$ cat src/logic/ssad_pkg.sv
// Purpose: Shared constants, types and helpers for the sampling converter control block
// Assumes: 100 MHz system clock, eight channels of 16-bit results
// Notes:   Serial read-out and oversampling are outside this block

// ***************************************************************
// Package
// ***************************************************************
package ssad_pkg;

    localparam int NUM_CH = 8;
    localparam int HALF_CH = 4;
    localparam int DATA_W = 16;
    localparam int BYTE_W = 8;
    localparam int PTR_W = 4;

    // Conversion timing, derived from the clock period
    localparam int CLK_PERIOD_NS = 10;
    localparam int CONV_TIME_NS = 4000;
    localparam int CONV_CYC = (CONV_TIME_NS + CLK_PERIOD_NS - 1) / CLK_PERIOD_NS;
    localparam int CNT_W = $clog2(CONV_CYC + 1);

    // Reset values, hold patterns, pointer step and bus enables
    localparam logic [NUM_CH-1:0] HOLD_RST = 8'h00;
    localparam logic [NUM_CH-1:0] HOLD_LOW_SET = 8'h0F;
    localparam logic [NUM_CH-1:0] HOLD_HIGH_SET = 8'hF0;
    localparam logic [NUM_CH-1:0] HOLD_ALL = 8'hFF;
    localparam logic [DATA_W-1:0] DATA_RST = 16'h0000;
    localparam logic [PTR_W-1:0] PTR_RST = 4'h0;
    localparam logic [PTR_W-1:0] PTR_ONE = 4'h1;
    localparam logic [DATA_W-1:0] OE_PAR = 16'hFFFF;
    localparam logic [DATA_W-1:0] OE_BYTE = 16'h00FF;
    localparam logic [DATA_W-1:0] OE_NONE = 16'h0000;

    typedef enum logic [1:0] {SSAD_IF_PAR, SSAD_IF_SER, SSAD_IF_BYTE} ssad_if_t;

    // Mode from the two static select pins; the unlisted 01 falls back to parallel
    function automatic ssad_if_t ssad_decode_if(input logic sel, input logic byte_sel);
        ssad_if_t m;
        m = SSAD_IF_PAR;
        if (sel && byte_sel) begin
            m = SSAD_IF_BYTE;
        end else if (sel) begin
            m = SSAD_IF_SER;
        end
        return m;
    endfunction : ssad_decode_if

    // One byte of a result, upper or lower
    function automatic logic [BYTE_W-1:0] ssad_byte_of(input logic [DATA_W-1:0] w,
                                                       input logic upper);
        logic [BYTE_W-1:0] b;
        b = upper ? w[DATA_W-1:BYTE_W] : w[BYTE_W-1:0];
        return b;
    endfunction : ssad_byte_of

endpackage : ssad_pkg

$ cat src/logic/ssad_edge.sv
// Purpose: Rising and falling edge detector for a synchronous input
// Assumes: Input is already synchronous to sys_clk
// Notes:   Edge pulses are combinational, one cycle wide

`timescale 1ns/100ps
`default_nettype none

module ssad_edge (
    input wire logic sys_clk,
    input wire logic nrst,
    input wire logic sig,
    output logic rise,
    output logic fall
);
    import ssad_pkg::*;

    typedef struct packed {
        logic prev;
    } ssad_edge_t;

    ssad_edge_t st_r;
    ssad_edge_t st_nxt;

    always_comb begin
        st_nxt = st_r;
        st_nxt.prev = sig;
    end

    always_ff @(posedge sys_clk or negedge nrst) begin
        if (!nrst) begin
            st_r <= '0;
        end else begin
            st_r <= st_nxt;
        end
    end

    assign rise = sig && !st_r.prev;
    assign fall = !sig && st_r.prev;

    property p_edge_single;
        @(posedge sys_clk) disable iff (!nrst) rise |=> !rise;
    endproperty
    a_edge_single: assert property (p_edge_single) else $error("edge pulse too long");

endmodule : ssad_edge

`default_nettype wire

$ cat src/logic/ssad_conv_timer.sv
// Purpose: Internal conversion timer that owns the busy level
// Assumes: Start pulses while busy are dropped by the caller
// Notes:   Busy stays high exactly CONV_CYC cycles

`timescale 1ns/100ps
`default_nettype none

module ssad_conv_timer (
    input wire logic sys_clk,
    input wire logic nrst,
    input wire logic start,
    output logic busy,
    output logic done
);
    import ssad_pkg::*;

    typedef struct packed {
        logic busy;
        logic [CNT_W-1:0] cnt;
    } ssad_timer_t;

    ssad_timer_t st_r;
    ssad_timer_t st_nxt;
    logic [CNT_W-1:0] busy_len_r;

    assign done = st_r.busy && (st_r.cnt == CNT_W'(CONV_CYC - 1));
    assign busy = st_r.busy;

    // ***************************************************************
    // Counter
    // ***************************************************************
    always_comb begin
        st_nxt = st_r;
        if (st_r.busy) begin
            if (done) begin
                st_nxt.busy = 1'b0;
                st_nxt.cnt = '0;
            end else begin
                st_nxt.cnt = st_r.cnt + 1'b1;
            end
        end else if (start) begin
            st_nxt.busy = 1'b1;
            st_nxt.cnt = '0;
        end
    end

    always_ff @(posedge sys_clk or negedge nrst) begin
        if (!nrst) begin
            st_r <= '0;
        end else begin
            st_r <= st_nxt;
        end
    end

    // Helper count of busy cycles for checking only
    always_ff @(posedge sys_clk or negedge nrst) begin
        if (!nrst) begin
            busy_len_r <= '0;
        end else if (st_r.busy) begin
            busy_len_r <= busy_len_r + 1'b1;
        end else begin
            busy_len_r <= '0;
        end
    end

    property p_busy_len;
        @(posedge sys_clk) disable iff (!nrst) $fell(busy) |-> $past(busy_len_r) == CNT_W'(CONV_CYC - 1);
    endproperty
    a_busy_len: assert property (p_busy_len) else $error("conversion length wrong");

    property p_start_busy;
        @(posedge sys_clk) disable iff (!nrst) (start && !busy) |=> busy;
    endproperty
    a_start_busy: assert property (p_start_busy) else $error("busy did not rise");

endmodule : ssad_conv_timer

`default_nettype wire

$ cat src/logic/ssad_conv_ctrl.sv
// Purpose: Conversion start control and parallel / byte read-out of results
// Assumes: All inputs synchronous to sys_clk; host keeps mode pins static
// Notes:   Analog hold is modelled by capturing chan_sample into a held copy

`timescale 1ns/100ps
`default_nettype none

module ssad_conv_ctrl (
    input wire logic sys_clk,
    input wire logic nrst,
    input wire logic conv_start_a,
    input wire logic conv_start_b,
    input wire logic [ssad_pkg::NUM_CH-1:0][ssad_pkg::DATA_W-1:0] chan_sample,
    input wire logic iface_select,
    input wire logic byte_mode_select,
    input wire logic high_byte_first,
    input wire logic cs_n,
    input wire logic rd_n,
    output logic busy,
    output logic [ssad_pkg::NUM_CH-1:0] chan_hold,
    output logic [ssad_pkg::DATA_W-1:0] parallel_data_bus_out,
    output logic [ssad_pkg::DATA_W-1:0] parallel_data_bus_oe,
    output logic first_channel_flag_out,
    output logic first_channel_flag_oe,
    output logic serial_out_a,
    output logic serial_out_b,
    output logic serial_out_oe
);
    import ssad_pkg::*;

    typedef enum logic [1:0] {ARM_IDLE, ARM_WAIT_B, ARM_WAIT_A, ARM_CONV} ssad_arm_t;

    typedef struct packed {
        ssad_arm_t arm;
        logic [NUM_CH-1:0] hold;
        logic [NUM_CH-1:0][DATA_W-1:0] held;
        logic [NUM_CH-1:0][DATA_W-1:0] results;
        logic [PTR_W-1:0] ptr;
        logic [DATA_W-1:0] data;
        logic flag;
    } ssad_main_t;

    ssad_main_t st_r;
    ssad_main_t st_nxt;

    logic rise_a;
    logic rise_b;
    logic strobe;
    logic take;
    logic conv_go;
    logic conv_done;
    ssad_if_t mode;
    logic [2:0] chan_idx;
    logic upper_sel;

    // ***************************************************************
    // Edge detection and conversion timer
    // ***************************************************************
    assign strobe = !cs_n && !rd_n;

    ssad_edge u_edge_a (
        .sys_clk(sys_clk),
        .nrst(nrst),
        .sig(conv_start_a),
        .rise(rise_a),
        .fall()
    );

    ssad_edge u_edge_b (
        .sys_clk(sys_clk),
        .nrst(nrst),
        .sig(conv_start_b),
        .rise(rise_b),
        .fall()
    );

    // Combined strobe edge covers tied select, tied-low select and both separate
    ssad_edge u_edge_rd (
        .sys_clk(sys_clk),
        .nrst(nrst),
        .sig(strobe),
        .rise(take),
        .fall()
    );

    ssad_conv_timer u_timer (
        .sys_clk(sys_clk),
        .nrst(nrst),
        .start(conv_go),
        .busy(busy),
        .done(conv_done)
    );

    // ***************************************************************
    // Mode and word selection
    // ***************************************************************
    assign mode = ssad_decode_if(iface_select, byte_mode_select);

    always_comb begin
        chan_idx = st_r.ptr[2:0];
        upper_sel = 1'b0;
        if (mode == SSAD_IF_BYTE) begin
            chan_idx = st_r.ptr[3:1];
            upper_sel = st_r.ptr[0] ^ high_byte_first;
        end
    end

    // ***************************************************************
    // Next state
    // ***************************************************************
    always_comb begin
        st_nxt = st_r;
        conv_go = 1'b0;
        case (st_r.arm)
            ARM_IDLE: begin
                if (rise_a && rise_b) begin
                    st_nxt.hold = HOLD_ALL;
                    st_nxt.held = chan_sample;
                    st_nxt.arm = ARM_CONV;
                    conv_go = 1'b1;
                end else if (rise_a) begin
                    st_nxt.hold = HOLD_LOW_SET;
                    st_nxt.held[HALF_CH-1:0] = chan_sample[HALF_CH-1:0];
                    st_nxt.arm = ARM_WAIT_B;
                end else if (rise_b) begin
                    st_nxt.hold = HOLD_HIGH_SET;
                    st_nxt.held[NUM_CH-1:HALF_CH] = chan_sample[NUM_CH-1:HALF_CH];
                    st_nxt.arm = ARM_WAIT_A;
                end
            end
            ARM_WAIT_B: begin
                // Skew between the two edges is the host's to bound
                if (rise_b) begin
                    st_nxt.hold = HOLD_ALL;
                    st_nxt.held[NUM_CH-1:HALF_CH] = chan_sample[NUM_CH-1:HALF_CH];
                    st_nxt.arm = ARM_CONV;
                    conv_go = 1'b1;
                end
            end
            ARM_WAIT_A: begin
                if (rise_a) begin
                    st_nxt.hold = HOLD_ALL;
                    st_nxt.held[HALF_CH-1:0] = chan_sample[HALF_CH-1:0];
                    st_nxt.arm = ARM_CONV;
                    conv_go = 1'b1;
                end
            end
            ARM_CONV: begin
                // Starts during a conversion are ignored
                if (conv_done) begin
                    st_nxt.hold = HOLD_RST;
                    st_nxt.results = st_r.held;
                    st_nxt.arm = ARM_IDLE;
                end
            end
            default: begin
                st_nxt.arm = ARM_IDLE;
            end
        endcase

        // Read-out pointer; results only change at busy fall, so reads during
        // busy return the previous set, and split starts do not touch it
        if (conv_done) begin
            st_nxt.ptr = PTR_RST;
        end else if (take && (mode != SSAD_IF_SER)) begin
            if (mode == SSAD_IF_BYTE) begin
                st_nxt.data = {8'h00, ssad_byte_of(st_r.results[chan_idx], upper_sel)};
                st_nxt.ptr = st_r.ptr + PTR_ONE;
            end else begin
                st_nxt.data = st_r.results[chan_idx];
                st_nxt.ptr = {1'b0, st_r.ptr[2:0] + 3'h1};
            end
            st_nxt.flag = (chan_idx == 3'h0);
        end
    end

    always_ff @(posedge sys_clk or negedge nrst) begin
        if (!nrst) begin
            st_r <= '0;
        end else begin
            st_r <= st_nxt;
        end
    end

    // ***************************************************************
    // Outputs
    // ***************************************************************
    assign chan_hold = st_r.hold;
    assign parallel_data_bus_out = st_r.data;
    assign first_channel_flag_out = st_r.flag;
    assign first_channel_flag_oe = !cs_n;

    // Bus floats whenever either strobe is high, so a select rise floats it
    always_comb begin
        parallel_data_bus_oe = OE_NONE;
        if (strobe && (mode == SSAD_IF_PAR)) begin
            parallel_data_bus_oe = OE_PAR;
        end else if (strobe && (mode == SSAD_IF_BYTE)) begin
            parallel_data_bus_oe = OE_BYTE;
        end
    end

    // Serial shifting lives elsewhere; these lines stay quiet and floated
    assign serial_out_a = 1'b0;
    assign serial_out_b = 1'b0;
    assign serial_out_oe = 1'b0;

    // ***************************************************************
    // Checks
    // ***************************************************************
    property p_joint_hold;
        @(posedge sys_clk) disable iff (!nrst)
            (st_r.arm == ARM_IDLE && rise_a && rise_b) |=> (chan_hold == HOLD_ALL && busy);
    endproperty
    a_joint_hold: assert property (p_joint_hold) else $error("joint start did not hold all");

    property p_track_on_fall;
        @(posedge sys_clk) disable iff (!nrst) $fell(busy) |-> (chan_hold == HOLD_RST);
    endproperty
    a_track_on_fall: assert property (p_track_on_fall) else $error("hold not released");

    property p_split_a;
        @(posedge sys_clk) disable iff (!nrst)
            (st_r.arm == ARM_IDLE && rise_a && !rise_b) |=> (chan_hold == HOLD_LOW_SET && !busy);
    endproperty
    a_split_a: assert property (p_split_a) else $error("start A hold wrong");

    property p_split_late;
        @(posedge sys_clk) disable iff (!nrst)
            (st_r.arm == ARM_WAIT_B && rise_b) |=> busy ##0 (chan_hold == HOLD_ALL);
    endproperty
    a_split_late: assert property (p_split_late) else $error("busy missed later edge");

    property p_float;
        @(posedge sys_clk) disable iff (!nrst) (cs_n || rd_n) |-> (parallel_data_bus_oe == OE_NONE);
    endproperty
    a_float: assert property (p_float) else $error("bus driven while idle");

    property p_first_after_busy;
        @(posedge sys_clk) disable iff (!nrst)
            (take && !busy && mode == SSAD_IF_PAR && st_r.ptr == PTR_RST)
            |=> (parallel_data_bus_out == st_r.results[0] && first_channel_flag_out);
    endproperty
    a_first_after_busy: assert property (p_first_after_busy) else $error("first read not ch1");

    // Restarting the pointer here is what makes the next read channel one
    property p_ptr_clear;
        @(posedge sys_clk) disable iff (!nrst) $fell(busy) |-> (st_r.ptr == PTR_RST);
    endproperty
    a_ptr_clear: assert property (p_ptr_clear) else $error("read pointer not restarted");

    property p_byte_lanes;
        @(posedge sys_clk) disable iff (!nrst)
            (strobe && mode == SSAD_IF_BYTE) |-> (parallel_data_bus_oe == OE_BYTE);
    endproperty
    a_byte_lanes: assert property (p_byte_lanes) else $error("upper lanes driven");

    property p_byte_upper_zero;
        @(posedge sys_clk) disable iff (!nrst)
            (take && !conv_done && mode == SSAD_IF_BYTE)
            |=> (parallel_data_bus_out[DATA_W-1:BYTE_W] == 8'h00);
    endproperty
    a_byte_upper_zero: assert property (p_byte_upper_zero) else $error("upper byte not zero");

    property p_flag_two_bytes;
        @(posedge sys_clk) disable iff (!nrst)
            (take && !conv_done && mode == SSAD_IF_BYTE && st_r.ptr == PTR_ONE)
            |=> first_channel_flag_out;
    endproperty
    a_flag_two_bytes: assert property (p_flag_two_bytes) else $error("flag dropped early");

    property p_results_stable;
        @(posedge sys_clk) disable iff (!nrst) busy |=> $stable(st_r.results) || $fell(busy);
    endproperty
    a_results_stable: assert property (p_results_stable) else $error("results changed in busy");

endmodule : ssad_conv_ctrl

`default_nettype wire

$ cat config.mk
export PLATFORM = sky130hd
export DESIGN_NAME = ssad_conv_ctrl
export DESIGN_NICKNAME = d
export VERILOG_FILES = /design/src/logic/ssad_pkg.sv /design/src/logic/ssad_edge.sv /design/src/logic/ssad_conv_timer.sv /design/src/logic/ssad_conv_ctrl.sv
export SDC_FILE = /design/constraint.sdc
export NUM_CORES = 1
export LEC_CHECK = 0
export ABC_AREA = 1
export BUFFER_PORTS_ARGS = -buffer_cell sky130_fd_sc_hd__clkbuf_2
export CORE_ASPECT_RATIO = 0.9
export CORE_MARGIN = 5
export CORE_UTILIZATION = 35
export DETAILED_ROUTE_END_ITERATION = 6
export GPL_TIMING_DRIVEN = 0
export PLACE_DENSITY = 0.49
export SKIP_LAST_GASP = 1
export SYNTH_ARGS = -nofsm -noshare
export SYNTH_HDL_FRONTEND = slang
export SYNTH_SLANG_ARGS = --single-unit
$ cat constraint.sdc
create_clock -name sys_clk -period 2.55 [get_ports sys_clk]
set_clock_uncertainty 0.1 [all_clocks]
set_input_delay 0.1275 -clock sys_clk [delete_from_list [all_inputs] [get_ports sys_clk]]
set_output_delay 0.1275 -clock sys_clk [all_outputs]
set_load 0.1 [all_outputs]
# Word-level counts from Yosys, hierarchy flattened
# Cells that the tools add are included.
totals:
  regBits: 300
  elab_cells: 101
  in_bits: 137
  output_inout_bits: 46
op_classes:
  eq_ne: 12
  n_addsub: 3
  n_bitwise: 2
  muxes: 31
  n_reduce_logical: 26
  magnitude_cmp: 1
op_table:
  columns: ["operator", "n"]
  rows:
  - ["one-hot mux 64 bit (2 select lines)", 2]
  - ["two-way mux 74 bit", 2]
  - ["two-way mux 138 bit", 1]
  - ["two-way mux 64 bit", 2]
  - ["two-way mux 10 bit", 5]
  - ["binary-select mux 16 bit (select 3 bit)", 1]
  - ["one-hot mux 10 bit (4 select lines)", 1]
  - ["two-way mux 16 bit", 2]
  - ["two-way mux 21 bit", 1]
  - ["two-way mux 20 bit", 1]
  - ["two-way mux 8 bit", 2]
  - ["logical AND 1 bit", 10]
  - ["adder 9 x 1 -> 9 bit, second input constant", 1]
  - ["== test 9 bit, second input constant", 1]
  - ["two-way mux 9 bit", 1]
  - ["AND reduction 4 bit", 2]
  - ["nonzero test 2 bit", 4]
  - ["== test 2 bit, second input constant", 3]
  - ["two-way mux 1 bit", 6]
  - ["!= test 2 bit, second input constant", 3]
  - ["!= test 3 bit, second input constant", 2]
  - ["logical NOT 1 bit", 5]
  - ["adder 4 x 1 -> 4 bit, second input constant", 1]
  - ["logical NOT 2 bit", 2]
  - ["other kinds (13)", 14]

# Logic depth before layout (Yosys ltp)
# Gate-level depths: netlist (run 1).
logic_depth:
  ltp_word: 10
  depth_mapped: 12
  mapped_depth_nobuf: 10

# Hierarchy
# From an unflattened synthesis (run 1), not the netlist that was laid out.
unflattened:
  hier_cells: 1602
  area_unflattened_um2: 13374.1
by_module_without_submodules:
  columns: ["mod", "area_per_inst_um2", "cells_each", "seq_area_each_um2", "instances"]
  rows:
  - ["ssad_conv_ctrl", 12658.4, 1503, 6981.7, 1]
  - ["ssad_conv_timer", 595.6, 84, 250.2, 1]
  - ["ssad_edge", 40.0, 5, 25.0, 3]

# Worst setup path before layout (run 1)
# No wires, ideal clock.
synth_path:
  path_kind: "input to output"
  from: "input port iface_select"
  to: "output port parallel_data_bus_oe[10] (netlist name)"
  t_arrival_ns: 2.292
  stages: 3
  slack_ns: 0.031
  n_path_buf: 2
  required_time_ns: 2.322
  cell_sequence: "buf_4 nor2_1 buf_4"
synth_via:
  elab_chain_len: 5
synth_lines:
  columns: ["item", "line_no", "source"]
  rows:
  - ["start, declared", "ssad_conv_ctrl.sv:14", "input wire logic iface_select,"]
  - ["two-way mux 1 bit / logical AND 1 bit (equally long branches)", "ssad_pkg.sv:42, ssad_pkg.sv:40", null]
  - ["two-way mux 2 bit *", "ssad_pkg.sv:40", "if (sel && byte_sel) begin"]
  - ["logical NOT 2 bit *", "ssad_conv_ctrl.sv:196", "if (strobe && (mode == SSAD_IF_PAR)) begin"]
  - ["logical AND 1 bit *", "ssad_conv_ctrl.sv:196", null]
  - ["two-way mux 16 bit *", "ssad_conv_ctrl.sv:196", null]
  - ["end, declared", "ssad_conv_ctrl.sv:22", "output logic [ssad_pkg::DATA_W-1:0] parallel_data_bus_oe,"]
# Mark *: on every way between the ends. The rest lies on a longest branch, timed or not.

# Worst setup path in the final report (run 1)
layout_path:
  from: "register st_r[285] (netlist name)"
  to: "register st_r[252] (netlist name)"
layout_via:
  elab_chain_len: 3
layout_lines:
  columns: ["item", "line_no", "source"]
  rows:
  - ["start, declared", "ssad_conv_ctrl.sv:43", "ssad_main_t st_r;"]
  - ["start signal, assigned", "ssad_conv_ctrl.sv:181", "st_r <= st_nxt;"]
  - ["== test 2 x 1 -> 1 bit / logical NOT 2 bit (equally long branches)", "ssad_conv_ctrl.sv:114", "case (st_r.arm)"]
  - ["!= test 2 bit (no line) (tied with other cells)", null, null]
  - ["AND reduction 4 bit (no line)", null, null]
# Several ways; a longest one is shown, not always the timed one.
# A chain may end at the register's enable or synchronous reset.

==> results of run 1 <==
-- layout make-up --
cell class / count / area share
flip-flops and latches: 292 / 0.4155
multi-input cells: 1040 / 0.2744
repair buffers: 316 / 0.1340
clock buffers: 52 / 0.06097
plain buffers: 125 / 0.04297
well taps: 490 / 0.03486
inverters: 150 / 0.03202
clock inverters: 8 / 0.005336
-- worst max-delay path, stage by stage, from the launching register on --
cell	delay, ns
dfrtp_1	0.51
inv_1	0.15
ha_1	0.28
o21ai_4	0.41
clkbuf_2	0.39
buf_2	0.29
a21oi_1	0.10
-- cells in the mapped netlist, drive strengths merged --
master,count
nor2,70
clkinv,2
nand2,574
o31ai,1
o21ai,77
clkbuf,23
nand3,209
o22ai,3
mux2,32
xor2,1
nand4,3
conb,1
dfrtp,292
a21oi,41
nand3b,16
buf,102
ha,8
nor3,1
o211ai,1
inv,148
-- kinds of logic after synthesis --
family | after synthesis | share of synthesized area
flip-flops | 292 | 0.5445
multiplexers | 32 | 0.02685
XOR/XNOR | 1 | 0.0006528
adder cells (fa/ha/maj) | 8 | 0.007460
other | 1 | 0.0002795
AND/OR/NAND/NOR | 873 | 0.2752
buffers and inverters | 275 | 0.09790
AO/OA/AOI/OAI | 123 | 0.04709
-- power groups by stage --
stage	Clock (W)	Combinational, W	Sequential [W]
floorplan	0	0.00433	0.00627
global placement	0	0.00566	0.00652
detailed placement	0	0.00574	0.00652
CTS	0.00518	0.00595	0.00645
global route	0.00537	0.00648	0.00655
finish	0.00503	0.00592	0.00644
-- metrics by stage --
step	cell area [um2]	worst slack [ns]
after floorplan	13430	0.03079
after global placement	14930	-5.317
after detailed placement	15020	-0.6039
after CTS	17550	0.02738
after global routing	17590	0.008142
final	17590	0.1674
-- how the worst max path moves through the flow --
stage          depth (start not counted)                        to  slack [ns]                     start
2_1_floorplan                          3  parallel_data_bus_oe[10]        0.03              iface_select
3_3_place_gp                           1     st_r[271]$_DFFE_PN0P_       -5.32                      nrst
3_5_place_dp                           6     st_r[252]$_DFFE_PN0P_       -0.60     st_r[285]$_DFFE_PN0P_
4_1_cts                                5     st_r[112]$_DFFE_PN0P_        0.03  chan_hold[6]$_DFFE_PN0P_
5_1_grt                                7     st_r[253]$_DFFE_PN0P_       0.008     st_r[285]$_DFFE_PN0P_
6_report                               6     st_r[252]$_DFFE_PN0P_        0.17     st_r[285]$_DFFE_PN0P_
-- routing by layer --
metal,global-route usage,part of all wire
met5,0,0
met4,0.04875,0.026
met3,0.03379,0.051
met2,0.2950,0.44
met1,0.2662,0.48
-- cell usage in the layout, fill, tap and decap left out, types with 6 or more instances in the layout --
| cell | count |
|---|---|
| o21ai_1 | 42 |
| buf_2 | 47 |
| nor2_1 | 67 |
| nand3_1 | 208 |
| inv_2 | 6 |
| o21ai_0 | 34 |
| clkbuf_2 | 178 |
| nand3b_1 | 16 |
| inv_1 | 142 |
| mux2_2 | 32 |
| a21oi_1 | 39 |
| nand2_1 | 565 |
| dfrtp_1 | 292 |
| clkbuf_1 | 27 |
| buf_4 | 50 |
| ha_1 | 8 |
| clkbuf_8 | 10 |
| dlygate4sd3_1 | 133 |
| clkbuf_16 | 37 |
-- repair_timing --
action	CTS	global route
buffers inserted	0	2
endpoints found under the setup margin	73	74
gates resized for setup	4	4
pin swaps	0	1
hold buffers	134	0
endpoints found under the hold margin	354	0
cloned	0	0
==> reports/results.ini, run 1 <==
[floorplanning]
dieHeight_um = 195.8
num_rows = 68
dieWidth_um = 216.4
io_pins = 183
core_um2 = 38120
start_util = 0.3521
die_area_um2 = 42360

[critical_path]
arrival_ns = 2.67
rr_endpoint = st_r[252]$_DFFE_PN0P_
cp_max_fo = 10
crit_path_start_kind = flop
end_kind = flop
required_ns = 2.84
r2r-start = st_r[285]$_DFFE_PN0P_
critPathKind = flop to flop
reg2reg_depth = 6
reg2reg_slack_ns = 0.17

[min_path]
hp-class = input pin to flop
hold_end = st_r[20]$_DFFE_PN0P_
min_from = byte_mode_select
hold_path_depth = 5

[synth]
avgSynthCellArea_um2 = 8.361
synth_top_area_share = 0.5445
yosysUniqueCellTypes = 31
syn-cell-area_um2 = 13420
seq_area_frac_synth = 0.5445
synth_area_leader_cell = dfrtp_1
syn_inst = 1605
yosysWarningCount = 0
synthTopCellsByArea = dfrtp_1 (54%), nand2_1 (16%), nand3_1 (7.8%)
synth-seq-cells = 292

[sta]
slew_violations = 0
rsz0062_at_grt = no
setup_violations = 0
post-route-period-util = 0.9343
whs_ns = 0.04107
hold_viol = 0
fmax_mhz = 419.7
worst_pin_slew_ns = 0.5648
tns_ns = 0
timing.final.crit_period_ns = 2.383
max_slew_margin = 0.6235

[place]
dp_hpwl_um = 28800
dpl.cell_count = 2277
numPortBuffers = 177
gp_congestion = 0.8664

[layout]
seq_area_um2 = 7307
final_nets = 2105
drive_above_1_share = 0.1997
fill_cells = 3840
area_growth_pct = 31.05
layout.cells.non_filler = 2473
multi_input_area_um2 = 4825
fin_util = 0.4614
diodes = 0

[pwr]
peakVddDrop_uv = 772.9
clkPwrFrac = 0.289
power_frac_seq = 0.370
p_per_area_nw_per_um2 = 988.7
p_sw_w = 0.006749
p_int_w = 0.01064
power.total_w = 0.01739
switching_share = 0.3882
share_comb_of_total_power = 0.340
cellLeakagePower_nw = 9.177

[global_routing]
grt_usage = 0.1864
overflow = 0
grt_pass1_wl_um = 62940
grt_pass1_vias = 11490
antenna_found_initial = 0
grt_max_degree = 108

[detailed_routing]
via_count = 11450
drt-initial-drc-count = 626
post_drt_wl_per_cell_um = 16.08
drt_wl_total_um = 39760
drc = 0
ant_nets = 0
drt_pre_antenna_iters = 5
vias_per_cell = 4.629

[run_status]
status = finished, final reports clean

[clocking]
clock-sinks = 292
cts_tree = yes
insertion_delay_ns = 0.51
clk_pin_slew_ns = 0.06
cts-buffers-inserted = 35
ctsHtreeMaxLevel = 2
root_buffer = clkbuf_16
cts_max_path_buffers = 3

[flow_run]
drv_cap = 0

Note: power is estimated with default switching activity, not from simulation.
==> run 2: changes to the inputs <==
- clock period: 2.55 -> 2.9 ns (I/O delays scaled with it)
==> run 2 against run 1 <==
  * Clock-buffer cell count unchanged
  * Critical path depth is 1 higher
  * Sequential power decreased by 12%
  * Sequential share of layout area is 0.11 points higher
  * Setup slack better by 0.17 ns
  * Cell area decreased by 0.26%
  * Non-clock buffer count fell by 2
  * Clock power fell by 12%
  * First-iteration DRC count is 5.3% lower
  * Die area stayed put
  * Total power down 12%
==> reports/results.ini, run 2 (same netlist as run 1, synthesis figures left out) <==
[critical_path]
crit_slowest_cell = o21ai_2
reg2reg_slack_ns = 0.34  ; +0.17 ns
rr_endpoint = st_r[253]$_DFFE_PN0P_
required_ns = 3.24  ; +0.40 ns
slowest_delay_ns = 0.54  ; +0.03 ns
crit_path_start_kind = flop
critPathKind = flop to flop
cp_max_fo = 10  ; unchanged
arrival_ns = 2.90  ; +0.23 ns
r2r-start = st_r[285]$_DFFE_PN0P_
reg2reg_depth = 7  ; +1
path_cells = inv_1, ha_1, o21ai_2, buf_2, buf_2, nor2_1, a21oi_1
cp_common_cell = buf_2
end_kind = flop

[pwr]
cellLeakagePower_nw = 9.157  ; -0.22%
peakVddDrop_uv = 679.6  ; -12%
p_per_area_nw_per_um2 = 870.0  ; -12%
power.total_w = 0.01526  ; -12%

[layout]
seq_area_um2 = 7307  ; unchanged
fill_cells = 3847  ; +0.18%
drive_above_1_share = 0.1984  ; -0.001313
final_common_cell = nand2_1
area_growth_pct = 30.70
multi_input_area_um2 = 4810  ; -0.31%
mostFrequentLayoutCells = nand2_1 (565), dfrtp_1 (292), nand3_1 (208)
final_nets = 2103  ; -0.095%
diodes = 0  ; unchanged

[global_routing]
overflow = 0  ; unchanged
antenna_found_initial = 0  ; unchanged
grt_usage = 0.1864  ; about the same
grt_pass1_wl_um = 62980  ; about the same
grt_pass1_vias = 11490  ; -0.026%
grt_max_degree = 108  ; unchanged

[run_status]
status = finished, final reports clean

[detailed_routing]
post_drt_wl_per_cell_um = 16.09  ; about the same
drt_wl_total_um = 39750  ; about the same
vias_per_cell = 4.613  ; -0.35%
drc = 0  ; unchanged
via_count = 11400  ; -0.43%
ant_nets = 0  ; unchanged
drt_pre_antenna_iters = 5  ; unchanged
drt-initial-drc-count = 593  ; -5.3%

[clocking]
clk_pin_slew_ns = 0.06  ; about the same
ctsHtreeMaxLevel = 2  ; unchanged
insertion_delay_ns = 0.51  ; about the same
cts-buffers-inserted = 35  ; unchanged
clock-sinks = 292  ; unchanged
root_buffer = clkbuf_16
post-cts-setup-buffers = 0  ; unchanged
cts_max_path_buffers = 3  ; unchanged
cts_tree = yes

[sta]
fmax_mhz = 390.2  ; -7.0%
post-route-period-util = 0.8837  ; -0.05067
slew_violations = 0  ; unchanged
hold_viol = 0  ; unchanged
rsz0062_at_grt = no
setup_violations = 0  ; unchanged
worst_pin_slew_ns = 1.042  ; +0.4774 ns
timing.final.crit_period_ns = 2.563  ; +0.1801 ns
max_slew_margin = 0.3052  ; -0.3182
whs_ns = 0.05286  ; +0.01180 ns

[floorplanning]
start_util = 0.3521  ; unchanged
dieWidth_um = 216.4  ; unchanged
num_rows = 68  ; unchanged
die_area_um2 = 42360  ; unchanged
dieHeight_um = 195.8  ; unchanged
core_um2 = 38120  ; unchanged
io_pins = 183  ; unchanged

[min_path]
hold_end = st_r[20]$_DFFE_PN0P_
min_from = byte_mode_select
hold_path_depth = 5  ; unchanged
hp-class = input pin to flop

[place]
numPortBuffers = 177  ; unchanged
dp_hpwl_um = 28800  ; unchanged
gp_congestion = 0.8664  ; unchanged

[flow_run]
drv_cap = 0  ; unchanged

[run 2: metal layers]
| metal | vias up | track usage | share of wire |
|---|---|---|---|
| met2 | 248 | 0.2950 | 0.44 |
| met1 | 5369 | 0.2664 | 0.48 |
| li1 | 5730 | - | - |
| met4 | 0 | 0.04875 | 0.024 |
| met3 | 52 | 0.03379 | 0.049 |
| met5 | - | 0 | 0 |
[run 2: metrics by stage]
stage / instances / area (um2) / utilization / worst slack, ns / setup TNS [ns]
finish: 2471 / 17540 / 0.4602 / 0.3373 / 0
global placement: 2274 / 14930 / 0.3916 / -4.984 / -1454.75
global route: 2471 / 17540 / 0.4602 / 0.06627 / 0
detailed placement: 2277 / 15020 / 0.3940 / -0.2539 / -7.242
CTS: 2471 / 17540 / 0.4601 / 0.06245 / 0
floorplan: 1607 / 13430 / - / 0.3458 / 0
[run 2: timing repair]
| action | CTS | global route |
|---|---|---|
| resized for setup | 1 | 2 |
| setup endpoints to repair | 44 | 13 |
| endpoints found under the hold margin | 354 | 0 |
| hold buffers | 134 | 0 |
| gates cloned | 0 | 0 |
[run 2: final cells by class]
| class | instances | area share |
|---|---|---|
| plain buffers | 125 | 0.04287 |
| clock buffers | 52 | 0.06114 |
| clock inverters | 8 | 0.005350 |
| inverters | 150 | 0.03210 |
| multi-input cells | 1040 | 0.2742 |
| flip-flops and latches | 292 | 0.4166 |
| well taps | 490 | 0.03496 |
| repair buffers | 314 | 0.1328 |
[run 2: where the power goes]
| group | switching (W) | total [W] | internal, W |
|---|---|---|---|
| Sequential | 0.000603 | 0.00566 | 0.00506 |
| Clock | 0.00170 | 0.00443 | 0.00273 |
| Combinational | 0.00362 | 0.00517 | 0.00155 |
| Total | 0.00593 | 0.0153 | 0.00933 |
[run 2: how the worst max path moves through the flow]
stage,from,end,slack [ns],cells after the start
after floorplan,iface_select,parallel_data_bus_oe[10],0.35,3
after global placement,nrst,st_r[271]$_DFFE_PN0P_,-4.98,1
after detailed placement,st_r[285]$_DFFE_PN0P_,st_r[252]$_DFFE_PN0P_,-0.25,6
after CTS,st_r[285]$_DFFE_PN0P_,st_r[252]$_DFFE_PN0P_,0.06,6
after global routing,st_r[285]$_DFFE_PN0P_,u_timer.st_r[8]$_DFFE_PN0P_,0.07,9
final,st_r[285]$_DFFE_PN0P_,st_r[253]$_DFFE_PN0P_,0.34,7
[run 2: worst max-delay path: cells and delay by family (launching register included)]
| kind | cells | cell delay, ns |
|---|---|---|
| AO/OA/AOI/OAI | 2 | 0.65 |
| adder cells (fa/ha/maj) | 1 | 0.26 |
| buffers and inverters | 3 | 0.86 |
| flip-flops | 1 | 0.51 |
| AND/OR/NAND/NOR | 1 | 0.08 |
